### config.mk
export PLATFORM = sky130hd
export DESIGN_NAME = prs_reset_bank
export DESIGN_NICKNAME = d
export VERILOG_FILES = /design/src/hdl/prs_pkg.sv /design/src/hdl/prs_reset_bank.sv
export SDC_FILE = /design/constraint.sdc
export NUM_CORES = 1
export LEC_CHECK = 0
export BUFFER_PORTS_ARGS = -buffer_cell sky130_fd_sc_hd__buf_2
export CAP_MARGIN = 20
export CORE_ASPECT_RATIO = 0.7
export CORE_MARGIN = 8
export CORE_UTILIZATION = 47
export CTS_CLUSTER_SIZE = 25
export DETAILED_ROUTE_END_ITERATION = 7
export HOLD_SLACK_MARGIN = 0.02
export PLACE_DENSITY = 0.95
export SLEW_MARGIN = 20
export SYNTH_ARGS = -nofsm -noshare
export SYNTH_HDL_FRONTEND = slang
export SYNTH_SLANG_ARGS = --single-unit
### constraint.sdc
create_clock -name aclk -period 6.4 [get_ports aclk]
set_clock_uncertainty 0.2 [all_clocks]
set_input_delay 0.64 -clock aclk [delete_from_list [all_inputs] [get_ports aclk]]
set_output_delay 0.64 -clock aclk [all_outputs]
set_load 0.01 [all_outputs]
### src/hdl/prs_pkg.sv
// package: register map, field positions and reset values of the peripheral reset bank
package prs_pkg;
    // ----------------------------------------------------------------
    // register map
    // ----------------------------------------------------------------
    localparam logic [11:0] PRS_ADDR_RESET_CTRL2 = 12'h048; // peripheral_reset_control_2
    localparam logic [11:0] PRS_ADDR_CAP_WORD4 = 12'h04C; // capability_word_four view
    localparam logic [31:0] PRS_RESET_CTRL2_RST = 32'h00000000; // value after reset
    // ----------------------------------------------------------------
    // field positions
    // ----------------------------------------------------------------
    localparam int PRS_BIT_EPHY = 30; // ethernet_phy_reset
    localparam int PRS_BIT_EMAC = 28; // ethernet_mac_reset
    localparam int PRS_BIT_PORT_LSB = 0; // port_a_reset
    localparam int PRS_BIT_PORT_MSB = 6; // port_g_reset
    // implemented read/write bits; everything else is reserved and reads zero
    localparam logic [31:0] PRS_IMPL_MASK = 32'h5000007F;
    // axi response codes
    localparam logic [1:0] PRS_RESP_OKAY = 2'h0;
    localparam logic [1:0] PRS_RESP_SLVERR = 2'h2;
endpackage

### src/hdl/prs_reset_bank.sv
// module: software reset control word for ethernet and port peripherals, axi4-lite slave
`timescale 1ns/1ps
// What this block does
// RULE1 - writes masked by capability word four bits
// RULE2 - bit 30 resets ethernet phy, clears
// RULE3 - bit 28 resets ethernet mac, clears
// RULE4 - bits 6..0 reset ports G..A, clear
// RULE5 - bits 31, 29, 27:7 read zero
// RULE6 - software preserves reserved bits via read-modify-write
// RULE7 - bit one holds unit reset, zero releases
module prs_reset_bank (
    input wire logic aclk,
    input wire logic aresetn,
    // axi4-lite write address
    input wire logic [11:0] s_axi_awaddr,
    input wire logic s_axi_awvalid,
    output logic s_axi_awready,
    // axi4-lite write data
    input wire logic [31:0] s_axi_wdata,
    input wire logic [3:0] s_axi_wstrb,
    input wire logic s_axi_wvalid,
    output logic s_axi_wready,
    // axi4-lite write response
    output logic [1:0] s_axi_bresp,
    output logic s_axi_bvalid,
    input wire logic s_axi_bready,
    // axi4-lite read address
    input wire logic [11:0] s_axi_araddr,
    input wire logic s_axi_arvalid,
    output logic s_axi_arready,
    // axi4-lite read data
    output logic [31:0] s_axi_rdata,
    output logic [1:0] s_axi_rresp,
    output logic s_axi_rvalid,
    input wire logic s_axi_rready,
    // capability word: which peripherals exist (static strap-like input)
    input wire logic [31:0] capability_word_four,
    // reset requests to the peripherals, active high
    output logic ethernet_phy_reset,
    output logic ethernet_mac_reset,
    output logic port_a_reset,
    output logic port_b_reset,
    output logic port_c_reset,
    output logic port_d_reset,
    output logic port_e_reset,
    output logic port_f_reset,
    output logic port_g_reset
);
    // ----------------------------------------------------------------
    // state
    // ----------------------------------------------------------------
    logic [31:0] ctrl_r; // peripheral_reset_control_2 contents
    logic [11:0] awaddr_r; // captured write address
    logic aw_held_r; // write address taken, waiting for data
    logic [31:0] wdata_r; // captured write data
    logic [3:0] wstrb_r; // captured byte strobes
    logic w_held_r; // write data taken, waiting for address
    logic bvalid_r; // write response pending
    logic [1:0] bresp_r; // write response code
    logic rvalid_r; // read data pending
    logic [31:0] rdata_r; // read data register
    logic [1:0] rresp_r; // read response code
    logic [31:0] ctrl_nxt; // merged value for a write

    // byte-strobe merge, used for the one writable register
    function automatic logic [31:0] prs_merge(input logic [31:0] old_v,
                                              input logic [31:0] new_v,
                                              input logic [3:0] strb);
        logic [31:0] res;
        res = old_v;
        for (int i = 0; i < 4; i++) begin
            if (strb[i]) begin
                res[i*8 +: 8] = new_v[i*8 +: 8];
            end
        end
        return res;
    endfunction

    // ----------------------------------------------------------------
    // write channel
    // ----------------------------------------------------------------
    // each channel is accepted independently; ready drops while the item is held
    assign s_axi_awready = !aw_held_r && !bvalid_r;
    assign s_axi_wready = !w_held_r && !bvalid_r;

    // address capture
    always_ff @(posedge aclk) begin
        if (!aresetn) begin
            aw_held_r <= 1'b0;
            awaddr_r <= 12'h000;
        end else if (s_axi_awvalid && s_axi_awready) begin
            aw_held_r <= 1'b1;
            awaddr_r <= s_axi_awaddr;
        end else if (aw_held_r && w_held_r) begin
            aw_held_r <= 1'b0; // consumed by the register write
        end
    end

    // data capture
    always_ff @(posedge aclk) begin
        if (!aresetn) begin
            w_held_r <= 1'b0;
            wdata_r <= 32'h00000000;
            wstrb_r <= 4'h0;
        end else if (s_axi_wvalid && s_axi_wready) begin
            w_held_r <= 1'b1;
            wdata_r <= s_axi_wdata;
            wstrb_r <= s_axi_wstrb;
        end else if (aw_held_r && w_held_r) begin
            w_held_r <= 1'b0;
        end
    end

    // new control value: strobe merge, then capability gate, then reserved clear
    always_comb begin
        ctrl_nxt = prs_merge(ctrl_r, wdata_r, wstrb_r);
        // absent units cannot be set, whatever software writes
        ctrl_nxt = ctrl_nxt & capability_word_four; // RULE1
        ctrl_nxt = ctrl_nxt & prs_pkg::PRS_IMPL_MASK; // RULE5
    end

    // control register; software is expected to read-modify-write it, reserved bits read zero
    always_ff @(posedge aclk) begin
        if (!aresetn) begin
            ctrl_r <= prs_pkg::PRS_RESET_CTRL2_RST; // RULE2 RULE3 RULE4
        end else if (aw_held_r && w_held_r && awaddr_r == prs_pkg::PRS_ADDR_RESET_CTRL2) begin
            ctrl_r <= ctrl_nxt; // RULE2 RULE3 RULE4
        end
    end

    // write response, one cycle after both halves are held
    always_ff @(posedge aclk) begin
        if (!aresetn) begin
            bvalid_r <= 1'b0;
            bresp_r <= prs_pkg::PRS_RESP_OKAY;
        end else if (aw_held_r && w_held_r) begin
            bvalid_r <= 1'b1;
            // the capability view is read-only: writes to it are refused
            if (awaddr_r == prs_pkg::PRS_ADDR_RESET_CTRL2) begin
                bresp_r <= prs_pkg::PRS_RESP_OKAY;
            end else begin
                bresp_r <= prs_pkg::PRS_RESP_SLVERR;
            end
        end else if (bvalid_r && s_axi_bready) begin
            bvalid_r <= 1'b0;
        end
    end
    assign s_axi_bvalid = bvalid_r;
    assign s_axi_bresp = bresp_r;

    // ----------------------------------------------------------------
    // read channel
    // ----------------------------------------------------------------
    // one read at a time; address is refused while data waits
    assign s_axi_arready = !rvalid_r;

    // read decode and data capture
    always_ff @(posedge aclk) begin
        if (!aresetn) begin
            rvalid_r <= 1'b0;
            rdata_r <= 32'h00000000;
            rresp_r <= prs_pkg::PRS_RESP_OKAY;
        end else if (s_axi_arvalid && s_axi_arready) begin
            rvalid_r <= 1'b1;
            if (s_axi_araddr == prs_pkg::PRS_ADDR_RESET_CTRL2) begin
                rdata_r <= ctrl_r & prs_pkg::PRS_IMPL_MASK; // RULE5
                rresp_r <= prs_pkg::PRS_RESP_OKAY;
            end else if (s_axi_araddr == prs_pkg::PRS_ADDR_CAP_WORD4) begin
                rdata_r <= capability_word_four;
                rresp_r <= prs_pkg::PRS_RESP_OKAY;
            end else begin
                // unmapped: zero data with slave error
                rdata_r <= 32'h00000000;
                rresp_r <= prs_pkg::PRS_RESP_SLVERR;
            end
        end else if (rvalid_r && s_axi_rready) begin
            rvalid_r <= 1'b0;
        end
    end
    assign s_axi_rvalid = rvalid_r;
    assign s_axi_rdata = rdata_r;
    assign s_axi_rresp = rresp_r;

    // ----------------------------------------------------------------
    // reset request outputs
    // ----------------------------------------------------------------
    // level outputs straight from the register: held while one, released at zero
    assign ethernet_phy_reset = ctrl_r[prs_pkg::PRS_BIT_EPHY]; // RULE2 RULE7
    assign ethernet_mac_reset = ctrl_r[prs_pkg::PRS_BIT_EMAC]; // RULE3 RULE7
    assign port_a_reset = ctrl_r[prs_pkg::PRS_BIT_PORT_LSB]; // RULE4 RULE7
    assign port_b_reset = ctrl_r[prs_pkg::PRS_BIT_PORT_LSB + 1]; // RULE4
    assign port_c_reset = ctrl_r[prs_pkg::PRS_BIT_PORT_LSB + 2]; // RULE4
    assign port_d_reset = ctrl_r[prs_pkg::PRS_BIT_PORT_LSB + 3]; // RULE4
    assign port_e_reset = ctrl_r[prs_pkg::PRS_BIT_PORT_LSB + 4]; // RULE4
    assign port_f_reset = ctrl_r[prs_pkg::PRS_BIT_PORT_LSB + 5]; // RULE4
    assign port_g_reset = ctrl_r[prs_pkg::PRS_BIT_PORT_MSB]; // RULE4

    // ----------------------------------------------------------------
    // assertions
    // ----------------------------------------------------------------
    logic wr_fire; // a write to the control word completes this cycle
    assign wr_fire = aw_held_r && w_held_r && awaddr_r == prs_pkg::PRS_ADDR_RESET_CTRL2;
endmodule // prs_reset_bank
Yosys cells after proc, flatten, opt, wreduce, memory -nomap -nowiden
Index checks and enable logic that the tools add are counted.
{"block": "word_totals", "elab_cells": 48, "ff_bits": 96, "input_bits": 99}
{"block": "op_classes", "n_mux": 16, "n_eq_ne": 3, "n_reduce_logical": 17, "bitwise_logic": 1}
{"op": "$mux W32", "count": 2}
{"op": "$eq A12 B7 Y1 const B", "count": 3}
{"op": "$and A31 B31 Y31", "count": 1}
{"op": "$mux W8", "count": 3}
{"op": "$logic_and A1 B1 Y1", "count": 9}
{"op": "$reduce_bool A2 Y1", "count": 4}
{"op": "$mux W1", "count": 7}
{"op": "$mux W7", "count": 1}
{"op": "$mux W2", "count": 3}
{"op": "$logic_not A1 Y1", "count": 4}

Longest topological paths before layout
Gate-level depths: netlist (run 1).
{"block": "logic_depth", "word_depth": 4, "mapped_depth": 6, "mapped_depth_nobuf": 4}

Worst setup path before layout (run 1)
No wires, ideal clock.
{"block": "synth_path", "path_type": "input to register", "startpoint": "input port s_axi_araddr[8]", "endpoint": "register rdata_r[10], in the netlist s_axi_rdata[10]", "cell_stages": 6, "slack_ns": 4.262, "arrival_ns": 1.879, "setup_ns": 0.060, "cell_sequence": "nor4b_1 -> and4b_1 -> and3_1 -> clkbuf_1 -> clkbuf_1 -> a22o_1"}
{"block": "synth_between", "elab_chain_cells": 3, "elab_cells_between_ends": 4, "cone_classes": "eq/ne: 2; mux: 2"}
{"item": "from (decl)", "line_no": "prs_reset_bank.sv:28", "rtl": "input wire logic [11:0] s_axi_araddr,"}
{"item": "$eq A12 B7 Y1", "line_no": "prs_reset_bank.sv:168", "rtl": "end else if (s_axi_araddr == prs_pkg::PRS_ADDR_CAP_WORD4) begin"}
{"item": "$mux W32", "line_no": "prs_reset_bank.sv:168"}
{"item": "$mux W32 (*)", "line_no": "prs_reset_bank.sv:165", "rtl": "if (s_axi_araddr == prs_pkg::PRS_ADDR_RESET_CTRL2) begin"}
{"item": "to (signal assigned)", "line_no": "prs_reset_bank.sv:166", "rtl": "rdata_r <= ctrl_r & prs_pkg::PRS_IMPL_MASK;"}
{"item": "to (signal assigned)", "line_no": "prs_reset_bank.sv:169", "rtl": "rdata_r <= capability_word_four;"}
{"item": "to (decl)", "line_no": "prs_reset_bank.sv:61", "rtl": "logic [31:0] rdata_r;"}
Mark *: on every way between the ends. The rest lies on a longest branch, timed or not.
A chain may end at the register's enable or synchronous reset.

Worst setup path in the final report (run 1)
{"block": "layout_path", "startpoint": "input port s_axi_araddr[8]", "endpoint": "register rdata_r[9], in the netlist s_axi_rdata[9]"}
Same word-level chain as after synthesis.

==> run_results.csv, run 1 <==
group,metric,value,unit
timing,fin_crit,2.23,ns
global_route,grt_resource_usage_total,16.9,%
die,pin_count,149,
critical_path,arrival,2.31,ns
timing,period_utilization_post_route,34.9,%
timing,final_layout_worst_hold_slack,0.254,ns
run,maxcap_violations,0,
critical_path,r2r_cells,4,
die,initial_core_util,47.5,%
logic_synthesis,post_synth.cell_area_avg,9.48,um2
global_route,first_global_vias,2481,
layout,insertedDiodeCount,0,
critical_path,timing.critical_path.from_type,"primary input",
placed_design,port_buffers,121,
clocking,postCtsSetupRepairBufs,0,
drt,vias_per_cell,5.03,
global_route,grt_max_degree,42,
drt,drc_errors,0,
critical_path,timing.critical_path.to,"s_axi_rdata[9]",
logic_synthesis,synth_area,0.00267,mm2
die,floorplan.rows,23,
clocking,tritoncts,"done",
timing,final.setup.tns,0,ns
critical_path,reg2reg_to,"ctrl_r[2]",
placed_design,routabilityCongestion,0.753,
logic_synthesis,number_of_flip_flops_and_latches_in_the_synthesized_netlist,70,
drt,post_drt_wl_per_cell,15.3,um
die,fp.dieH,79,um
clocking,cts.path.max_buffers,2,
global_route,wire_length_of_the_first_global_routing_pass,11500,um
timing,timing.final.setup_violations,0,
timing,slew_viol_final,0,
drt,routed_wl,7260,um
layout,nFillCells,488,
critical_path,cp-end-kind,"flop",
global_route,grt.overflow.total,0,
placed_design,hpwl_detailed,5370,um
logic_synthesis,synth_cells,281,
die,dieArea,0.00837,mm2
drt,postRouteAntennaNets,0,
clocking,htree_levels,3,
clocking,cts.root.buffer_cell,"clkbuf_8",
logic_synthesis,yosys.cell_types.count,32,
timing,final_hold_viol_count,0,
global_route,grt_antenna_before_repair,0,
layout,area.growth.synth_to_final,29.8,%
outcome,run_status,"completed",
die,die-width,106,um
critical_path,required,6.47,ns
drt,detail_route.iter0.violations,91,
clocking,post_cts_resize_count,0,
timing,setup_repair_after_global_routing_missed_its_margin,"false",
critical_path,crit_path_max_fanout,23,
clocking,cts_hold_buf,0,
drt,route.vias.total,2391,
power_and_ir_drop,vdd_drop_max,0.137,mV
layout,fraction_of_final_layout_cells_with_drive_strength_greater_than_1,35.3,%
clocking,cts_num_sinks,70,
critical_path,critical_path.reg2reg.startpoint,"awaddr_r[7]",
timing,fmax,0.448,GHz
layout,final_nets,494,
power_and_ir_drop,leakagePower,1.60,nW
critical_path,startpoint,"s_axi_araddr[8]",
logic_synthesis,synth.yosys.seq_area_share,52.6,%
drt,drt_pre_antenna_iters,4,
die,design.core.area,0.00561,mm2
critical_path,timing_worst_setup_path_type,"in2reg",
worst_hold_path,worst_hold_path_type,"reg2reg",
timing,slew-limit-headroom,44.7,%
critical_path,rrSetupSlack,4.19,ns
clocking,cts_buffers,9,
clocking,clock_insertion_delay_worst_skew,0.33,ns
timing,tightestPinTransition,0.829,ns
clocking,clkTransAtPathRegs,0.08,ns
logic_synthesis,yosysWarnings,0,
power_and_ir_drop,power-per-cell-area,243,mW/mm2
-- area by class of cell --
type | instances | area (um2) | area share, %
Tap cell | 75 | 93.8 | 2.71
Multi-Input combinational cell | 192 | 1180 | 34.1
Clock buffer | 9 | 124 | 3.58
Inverter | 1 | 3.75 | 0.109
Sequential cell | 70 | 1400 | 40.5
Clock inverter | 7 | 51.3 | 1.48
Timing Repair Buffer | 121 | 606 | 17.5
-- cells in the final DEF (no fill, tap or decap), types with 4 or more instances in the layout --
| master | synthesis | routed |
|---|---|---|
| o21ai_0 | 15 | 15 |
| nor2b_1 | 9 | 9 |
| a21boi_0 | 26 | 26 |
| a22o_1 | 23 | 23 |
| dfxtp_1 | 70 | 70 |
| mux2i_1 | 9 | 9 |
| buf_2 | 0 | 121 |
| clkbuf_8 | 0 | 9 |
| a21boi_1 | 9 | 9 |
| nand2_1 | 60 | 60 |
| nand3_1 | 10 | 10 |
| nand2b_1 | 4 | 4 |
-- stage by stage --
| step | utilization, % | std cells | worst slack [ns] | area (um2) | power, W |
|---|---|---|---|---|---|
| 6_report | 61.6 | 475 | 4.17 | 3460 | 0.000841 |
| 5_1_grt | 61.6 | 475 | 4.03 | 3460 | 0.000883 |
| 4_1_cts | 61.6 | 475 | 4.07 | 3460 | 0.000851 |
| 3_5_place_dp | 58.5 | 459 | 3.72 | 3280 | 0.000543 |
| 3_3_place_gp | 58.5 | 459 | 3.77 | 3280 | 0.000539 |
| 2_1_floorplan | - | 282 | 4.26 | 2670 | 0.000507 |
-- critical path, cell delays in order --
cell and delay (ns):
buf_2 0.10, nor4b_1 0.27, and4b_1 0.32, and3_1 0.73, a22o_1 0.24
-- routing by layer --
metal | up-vias | track usage [%] | wire length [um]
met2 | 87 | 30.6 | 3690
met4 | 0 | 5.73 | 61
met1 | 1103 | 18.0 | 2930
met5 | - | 0 | 0
li1 | 1196 | - | -
met3 | 5 | 6.06 | 583
-- logic make-up (layout without fill, tap and decap cells) --
group	Yosys count	after routing	share of synthesized area [%]
buffers and inverters	20	138	3.38
flip-flops	70	70	52.6
multiplexers	9	9	3.38
other	1	2	0.141
AO/OA/AOI/OAI	79	79	21.5
AND/OR/NAND/NOR	102	102	19.0
-- state kept, by name, indices dropped and copies added, names as in the netlist, 2 cells and up --
name,flops
wdata_r,9
ctrl_r,9
awaddr_r,12
s_axi_rdata,32
wstrb_r,2
-- Yosys cell counts (all sizes together) --
cell / n / area (um2)
dfxtp: 70 / 1400
nand2: 60 / 225
a21boi: 35 / 263
a22o: 23 / 201
o21ai: 18 / 90.1
clkbuf: 16 / 60.1
nand3: 10 / 50.1
mux2i: 9 / 90.1
nor2b: 9 / 56.3
nand2b: 4 / 25.0
and2: 3 / 18.8
buf: 3 / 26.3
a21oi: 2 / 10.0
nor2: 2 / 7.51
nor4b: 2 / 17.5
or2: 2 / 12.5
or4: 2 / 18.8
or4b: 2 / 23.8
and3: 1 / 6.26
and3b: 1 / 8.76
and4b: 1 / 10.0
conb: 1 / 3.75
inv: 1 / 3.75
nor3: 1 / 5.00
nor3b: 1 / 7.51
nor4: 1 / 12.5
o211a: 1 / 10.0
-- how the worst min path moves through the flow --
stage	start	to	slack [ns]	depth (start not counted)
CTS	s_axi_rdata[3]	s_axi_rdata[3]	0.26	2
finish	s_axi_rdata[3]	s_axi_rdata[3]	0.25	2
global route	awaddr_r[8]	awaddr_r[8]	0.28	2
detailed placement	s_axi_rdata[3]	s_axi_rdata[3]	0.24	2
global placement	s_axi_rdata[5]	s_axi_rdata[5]	0.23	2
floorplan	awaddr_r[4]	awaddr_r[4]	0.24	2
-- report_power, final --
| part | total [W] | switching [W] | internal, W |
|---|---|---|---|
| Clock | 0.000309 | 0.000168 | 0.000141 |
| Combinational | 0.0000761 | 0.0000403 | 0.0000358 |
| Sequential | 0.000457 | 0.00000896 | 0.000448 |
No activity file was read; power rests on OpenSTA's default activity.
==> run 2, diff against run 1 <==
--- a/config.mk
+++ b/config.mk
@@ -9,11 +9,11 @@
 export CAP_MARGIN = 20
 export CORE_ASPECT_RATIO = 0.7
 export CORE_MARGIN = 8
-export CORE_UTILIZATION = 47
+export CORE_UTILIZATION = 44
 export CTS_CLUSTER_SIZE = 25
 export DETAILED_ROUTE_END_ITERATION = 7
 export HOLD_SLACK_MARGIN = 0.02
-export PLACE_DENSITY = 0.95
+export PLACE_DENSITY = 0.91
 export SLEW_MARGIN = 20
 export SYNTH_ARGS = -nofsm -noshare
 export SYNTH_HDL_FRONTEND = slang
==> constraint.sdc (replaced) <==
create_clock -name aclk -period 2.1 [get_ports aclk]
set_clock_uncertainty 0.2 [all_clocks]
set_input_delay 0.21 -clock aclk [delete_from_list [all_inputs] [get_ports aclk]]
set_output_delay 0.21 -clock aclk [all_outputs]
set_load 0.01 [all_outputs]
==> run_results.csv, run 2 (synthesis gave the netlist of run 1 again) <==
group,metric,value,unit
timing,slew_viol_final,0,
layout,area.growth.synth_to_final,57.4,%
clocking,cts.root.buffer_cell,"clkbuf_8",
critical_path,worst_path_largest_cell_delay,0.59,ns
drt,vias_per_cell,5.07,
drt,route.vias.total,2780,
drt,post_drt_wl_per_cell,16.2,um
worst_hold_path,worst_hold_path_type,"in2reg",
die,fp.dieH,81.1,um
clocking,clkTransAtPathRegs,0.08,ns
drt,routed_wl,8860,um
run,maxcap_violations,0,
worst_hold_path,hold-path-cell-count,3,
drt,drc_errors,0,
global_route,first_global_vias,2845,
critical_path,cpMaxStageDelayCell,"or4_4",
power_and_ir_drop,power-per-cell-area,677,mW/mm2
drt,detail_route.iter0.violations,109,
clocking,tritoncts,"done",
outcome,run_status,"completed",
critical_path,crit_path_max_fanout,6,
timing,timing.final.setup_violations,0,
die,floorplan.rows,23,
placed_design,port_buffers,121,
critical_path,timing.critical_path.from_type,"flop",
global_route,grt_resource_usage_total,19.7,%
timing,postLayoutSetupSlackWorst,0.0246,ns
die,dieArea,0.00884,mm2
global_route,grt.overflow.total,0,
layout,largest_reg_flops,32,
worst_hold_path,hold-path-endpoint,"s_axi_rdata[30]",
critical_path,arrival,2.15,ns
critical_path,critical_path.reg2reg.startpoint,"awaddr_r[2]",
layout,final_common_cell,"buf_2",
clocking,clock_insertion_delay_worst_skew,0.33,ns
worst_hold_path,hold_start,"s_axi_araddr[2]",
critical_path,required,2.17,ns
critical_path,cp-end-kind,"flop",
clocking,cts_buffers,9,
critical_path,reg2reg_to,"ctrl_r[30]",
layout,finalInstanceArea,0.00419,mm2
layout,layout_common_cells,"121 x buf_2, 70 x dfxtp_1, 62 x dlygate4sd3_1",
critical_path,r2r_cells,4,
critical_path,critical_path.n_buffers_inverters,0,
layout,final_core_util,72.5,%
global_route,wire_length_of_the_first_global_routing_pass,13700,um
clocking,cts.path.max_buffers,2,
timing,period_utilization_post_route,98.8,%
timing,fin_crit,2.08,ns
placed_design,dp_slack,-0.0498,ns
power_and_ir_drop,vdd_drop_max,0.429,mV
die,initial_core_util,46.1,%
timing,final_layout_worst_hold_slack,0.184,ns
die,die-width,109,um
clocking,htree_levels,3,
critical_path,rrSetupSlack,0.02,ns
die,pin_count,149,
critical_path,timing_worst_setup_path_type,"reg2reg",
clocking,cts_num_sinks,70,
die,design.core.area,0.00578,mm2
timing,final_hold_viol_count,0,
placed_design,placement.cell_area,0.00334,mm2
power_and_ir_drop,finalPower,0.00284,W
global_route,grt_antenna_before_repair,1,
critical_path,worstPathCellList,"or4b_4, or4_4, or2_0, a21boi_1",
drt,postRouteAntennaNets,0,
layout,final_nets,566,
layout,fraction_of_final_layout_cells_with_drive_strength_greater_than_1,32.0,%
drt,drt_pre_antenna_iters,4,
global_route,grt_max_degree,33,
critical_path,cp_top_family,"simple AND/OR/NAND/NOR gates",
timing,fmax,0.482,GHz
placed_design,hpwl_detailed,5580,um
timing,setup_repair_after_global_routing_missed_its_margin,"true",
placed_design,routabilityCongestion,0.755,
power_and_ir_drop,leakagePower,1.92,nW
-- run 2: how the worst max path moves through the flow --
stage	start	to	slack, ns	depth (start not counted)
2_1_floorplan	awaddr_r[10]	ctrl_r[0]	0.06	5
3_3_place_gp	awaddr_r[10]	ctrl_r[30]	-0.004	4
3_5_place_dp	awaddr_r[10]	ctrl_r[3]	-0.05	4
4_1_cts	awaddr_r[7]	ctrl_r[30]	-0.001	4
5_1_grt	awaddr_r[2]	ctrl_r[28]	-0.04	4
6_report	awaddr_r[2]	ctrl_r[30]	0.02	4
-- run 2: what timing repair did --
item                                   in CTS  in global routing
pin swaps                                   2                  4
endpoints found under the hold margin      64                  0
cloned                                      1                  0
setup endpoints to repair                   3                  7
hold buffers                               62                  0
setup buffers                               0                  1
gates resized for setup                     4                  2
-- run 2: layout make-up --
cell class | instances | area, um2
antenna | 1 | 2.50
clock buffer | 13 | 159
clock inverter | 3 | 42.5
fill | 414 | 1590
inverter | 1 | 3.75
multi-input combinational | 193 | 1200
sequential | 70 | 1400
tap | 75 | 93.8
timing repair buffer | 192 | 1290
-- run 2: per-stage QoR --
step / TNS (ns) / instances
floorplan: 0 / 282
global placement: -0.00362 / 467
detailed placement: -0.128 / 467
CTS: -0.00103 / 546
global route: -0.0902 / 548
finish: 0 / 548
-- run 2: worst reg2reg max path: cells and delay by family, from the launching register on --
family	cells	cell delay, ns
AND/OR/NAND/NOR	3	1.37
AO/OA/AOI/OAI	1	0.13
flip-flops	1	0.31
-- run 2: per-layer routing --
layer | share of wire, % | GRT usage (%) | routed length (um) | vias to the layer above
met4 | 1.3 | 5.85 | 113 | 0
met2 | 49 | 34.3 | 4360 | 126
met3 | 9.5 | 6.96 | 840 | 12
met1 | 40 | 22.5 | 3550 | 1293
met5 | 0 | 0 | 0 | -
li1 | - | - | - | 1349
-- run 2: power by group --
group / switching, W / internal [W] / total [W]
registers: 0.0000289 / 0.00137 / 0.00139
clock network: 0.000475 / 0.000613 / 0.00109
logic: 0.000153 / 0.000203 / 0.000356
total: 0.000657 / 0.00218 / 0.00284
==> run 3, diff against run 2 <==
--- a/config.mk
+++ b/config.mk
@@ -12,6 +12,7 @@
 export CORE_UTILIZATION = 44
 export CTS_CLUSTER_SIZE = 25
 export DETAILED_ROUTE_END_ITERATION = 7
+export GPL_TIMING_DRIVEN = 0
 export HOLD_SLACK_MARGIN = 0.02
 export PLACE_DENSITY = 0.91
 export SLEW_MARGIN = 20
==> run_results.csv, run 3 (synthesis gave the netlist of run 1 again) <==
group,metric,value,unit
outcome,run_status,"finished with violations",
outcome,violations,"setup timing",
placed_design,routabilityCongestion,0.799,
worst_hold_path,worst_hold_path_type,"in2reg",
clocking,htree_levels,3,
timing,tightestPinTransition,0.803,ns
run,maxcap_violations,0,
timing,period_utilization_post_route,101,%
drt,vias_per_cell,5.03,
die,floorplan.rows,23,
die,dieArea,0.00884,mm2
placed_design,port_buffers,120,
timing,final.setup.tns,-0.0254,ns
clocking,cts_num_sinks,70,
global_route,grt_max_degree,12,
clocking,tritoncts,"done",
critical_path,critical_path.reg2reg.startpoint,"awaddr_r[5]",
timing,final_layout_worst_hold_slack,0.0452,ns
clocking,cts.path.max_buffers,2,
worst_hold_path,hold_start,"s_axi_wvalid",
drt,routed_wl,9320,um
critical_path,timing.critical_path.from_type,"flop",
layout,fraction_of_final_layout_cells_with_drive_strength_greater_than_1,33.2,%
drt,post_drt_wl_per_cell,16.6,um
global_route,grt_antenna_before_repair,1,
critical_path,arrival,2.14,ns
drt,detail_route.iter0.violations,90,
placed_design,hpwl_detailed,6070,um
global_route,grt.overflow.total,0,
critical_path,crit_path_max_fanout,5,
timing,slew-limit-headroom,46.4,%
critical_path,timing_worst_setup_path_type,"reg2reg",
die,die-width,109,um
global_route,wire_length_of_the_first_global_routing_pass,14500,um
power_and_ir_drop,vdd_drop_max,0.466,mV
drt,route.vias.total,2824,
critical_path,startpoint,"awaddr_r[5]",
clocking,cts.root.buffer_cell,"clkbuf_8",
die,pin_count,149,
timing,postLayoutSetupSlackWorst,-0.0133,ns
clocking,clkTransAtPathRegs,0.07,ns
die,design.core.area,0.00578,mm2
power_and_ir_drop,leakagePower,1.93,nW
critical_path,cp-end-kind,"flop",
timing,fin_crit,2.11,ns
die,fp.dieH,81.1,um
die,initial_core_util,46.1,%
global_route,grt_resource_usage_total,21.0,%
drt,drt_pre_antenna_iters,4,
power_and_ir_drop,power-per-cell-area,634,mW/mm2
layout,final_core_util,73.4,%
critical_path,required,2.12,ns
timing,final_hold_viol_count,0,
clocking,cts_buffers,9,
clocking,clock_insertion_delay_worst_skew,0.33,ns
layout,largest_reg_flops,32,
global_route,first_global_vias,3049,
drt,drc_errors,0,
timing,fmax,0.473,GHz
layout,layout_common_cells,"120 x buf_2, 68 x dfxtp_1, 60 x nand2_1",
timing,setup_repair_after_global_routing_missed_its_margin,"true",
layout,final_nets,576,
drt,postRouteAntennaNets,0,
layout,area.growth.synth_to_final,59.4,%
layout,final_common_cell,"buf_2",
timing,slew_viol_final,0,
timing,timing.final.setup_violations,5,
==> run 3: cell types whose count changed in the layout (fill, tap and decap cells not counted), sizes merged <==
cell,delta
clkbuf,+15
bufinv,-1
diode,+3
dlygate4sd3,-3
clkinv,+2
or4,-1
buf,-2
==> run 3: critical path: stages (launching register included) <==
cell and delay [ns]:
dfxtp_2 0.32, or4b_4 0.54, or4_4 0.59, buf_8 0.17, o21ai_2 0.11, a21boi_1 0.07
==> run 3: power breakdown <==
group	internal (W)	total [W]	switching, W	leakage (nW)
Sequential	0.00137	0.00140	0.0000295	0.569
Combinational	0.000198	0.000361	0.000162	1.28
Clock	0.000456	0.000936	0.000480	0.0862
==> run 3: final cells by class <==
cell class	count	area (um2)
Sequential cell	70	1400
Tap cell	75	93.8
Buffer	19	92.6
Clock inverter	4	22.5
Multi-Input combinational cell	192	1230
Fill cell	445	1540
Timing Repair Buffer	184	1250
Antenna cell	4	10.0
Clock buffer	12	145
Inverter	1	3.75
==> run 3: path summary, 6_finish.rpt <==
check              endpoint  slack (ns)  cells past startpoint
max reg2reg       ctrl_r[2]       -0.01                      5
max               ctrl_r[2]       -0.01                      5
min              wdata_r[0]        0.05                      4
min reg2reg  s_axi_rdata[1]        0.25                      2
==> run 3: repair_timing <==
item / 4_1_cts / 5_1_grt
cloned: 1 / 0
buffers inserted: 1 / 3
pin swaps: 15 / 9
hold buffers: 59 / 0
resized for setup: 20 / 6
endpoints found under the setup margin: 10 / 30
hold endpoints to repair: 64 / 0
==> run 3: layer usage <==
layer  GRT usage [%]  vias up  share of wire (%)
li1                -     1367                  -
met5               0        -                  0
met1            22.6     1333                 40
met4            8.84        0                1.5
met3            7.19       16                7.4
met2            37.1      108                 51
==> run 3: through the flow <==
step | area, um2 | power (W) | worst slack [ns] | std cells
finish | 4250 | 0.00269 | -0.0133 | 561
detailed placement | 3360 | 0.00167 | -0.111 | 477
global placement | 3360 | 0.00166 | -0.0485 | 477
CTS | 4210 | 0.00269 | -0.0188 | 554
floorplan | 2670 | 0.00155 | 0.0593 | 282
global route | 4240 | 0.00281 | -0.0641 | 558
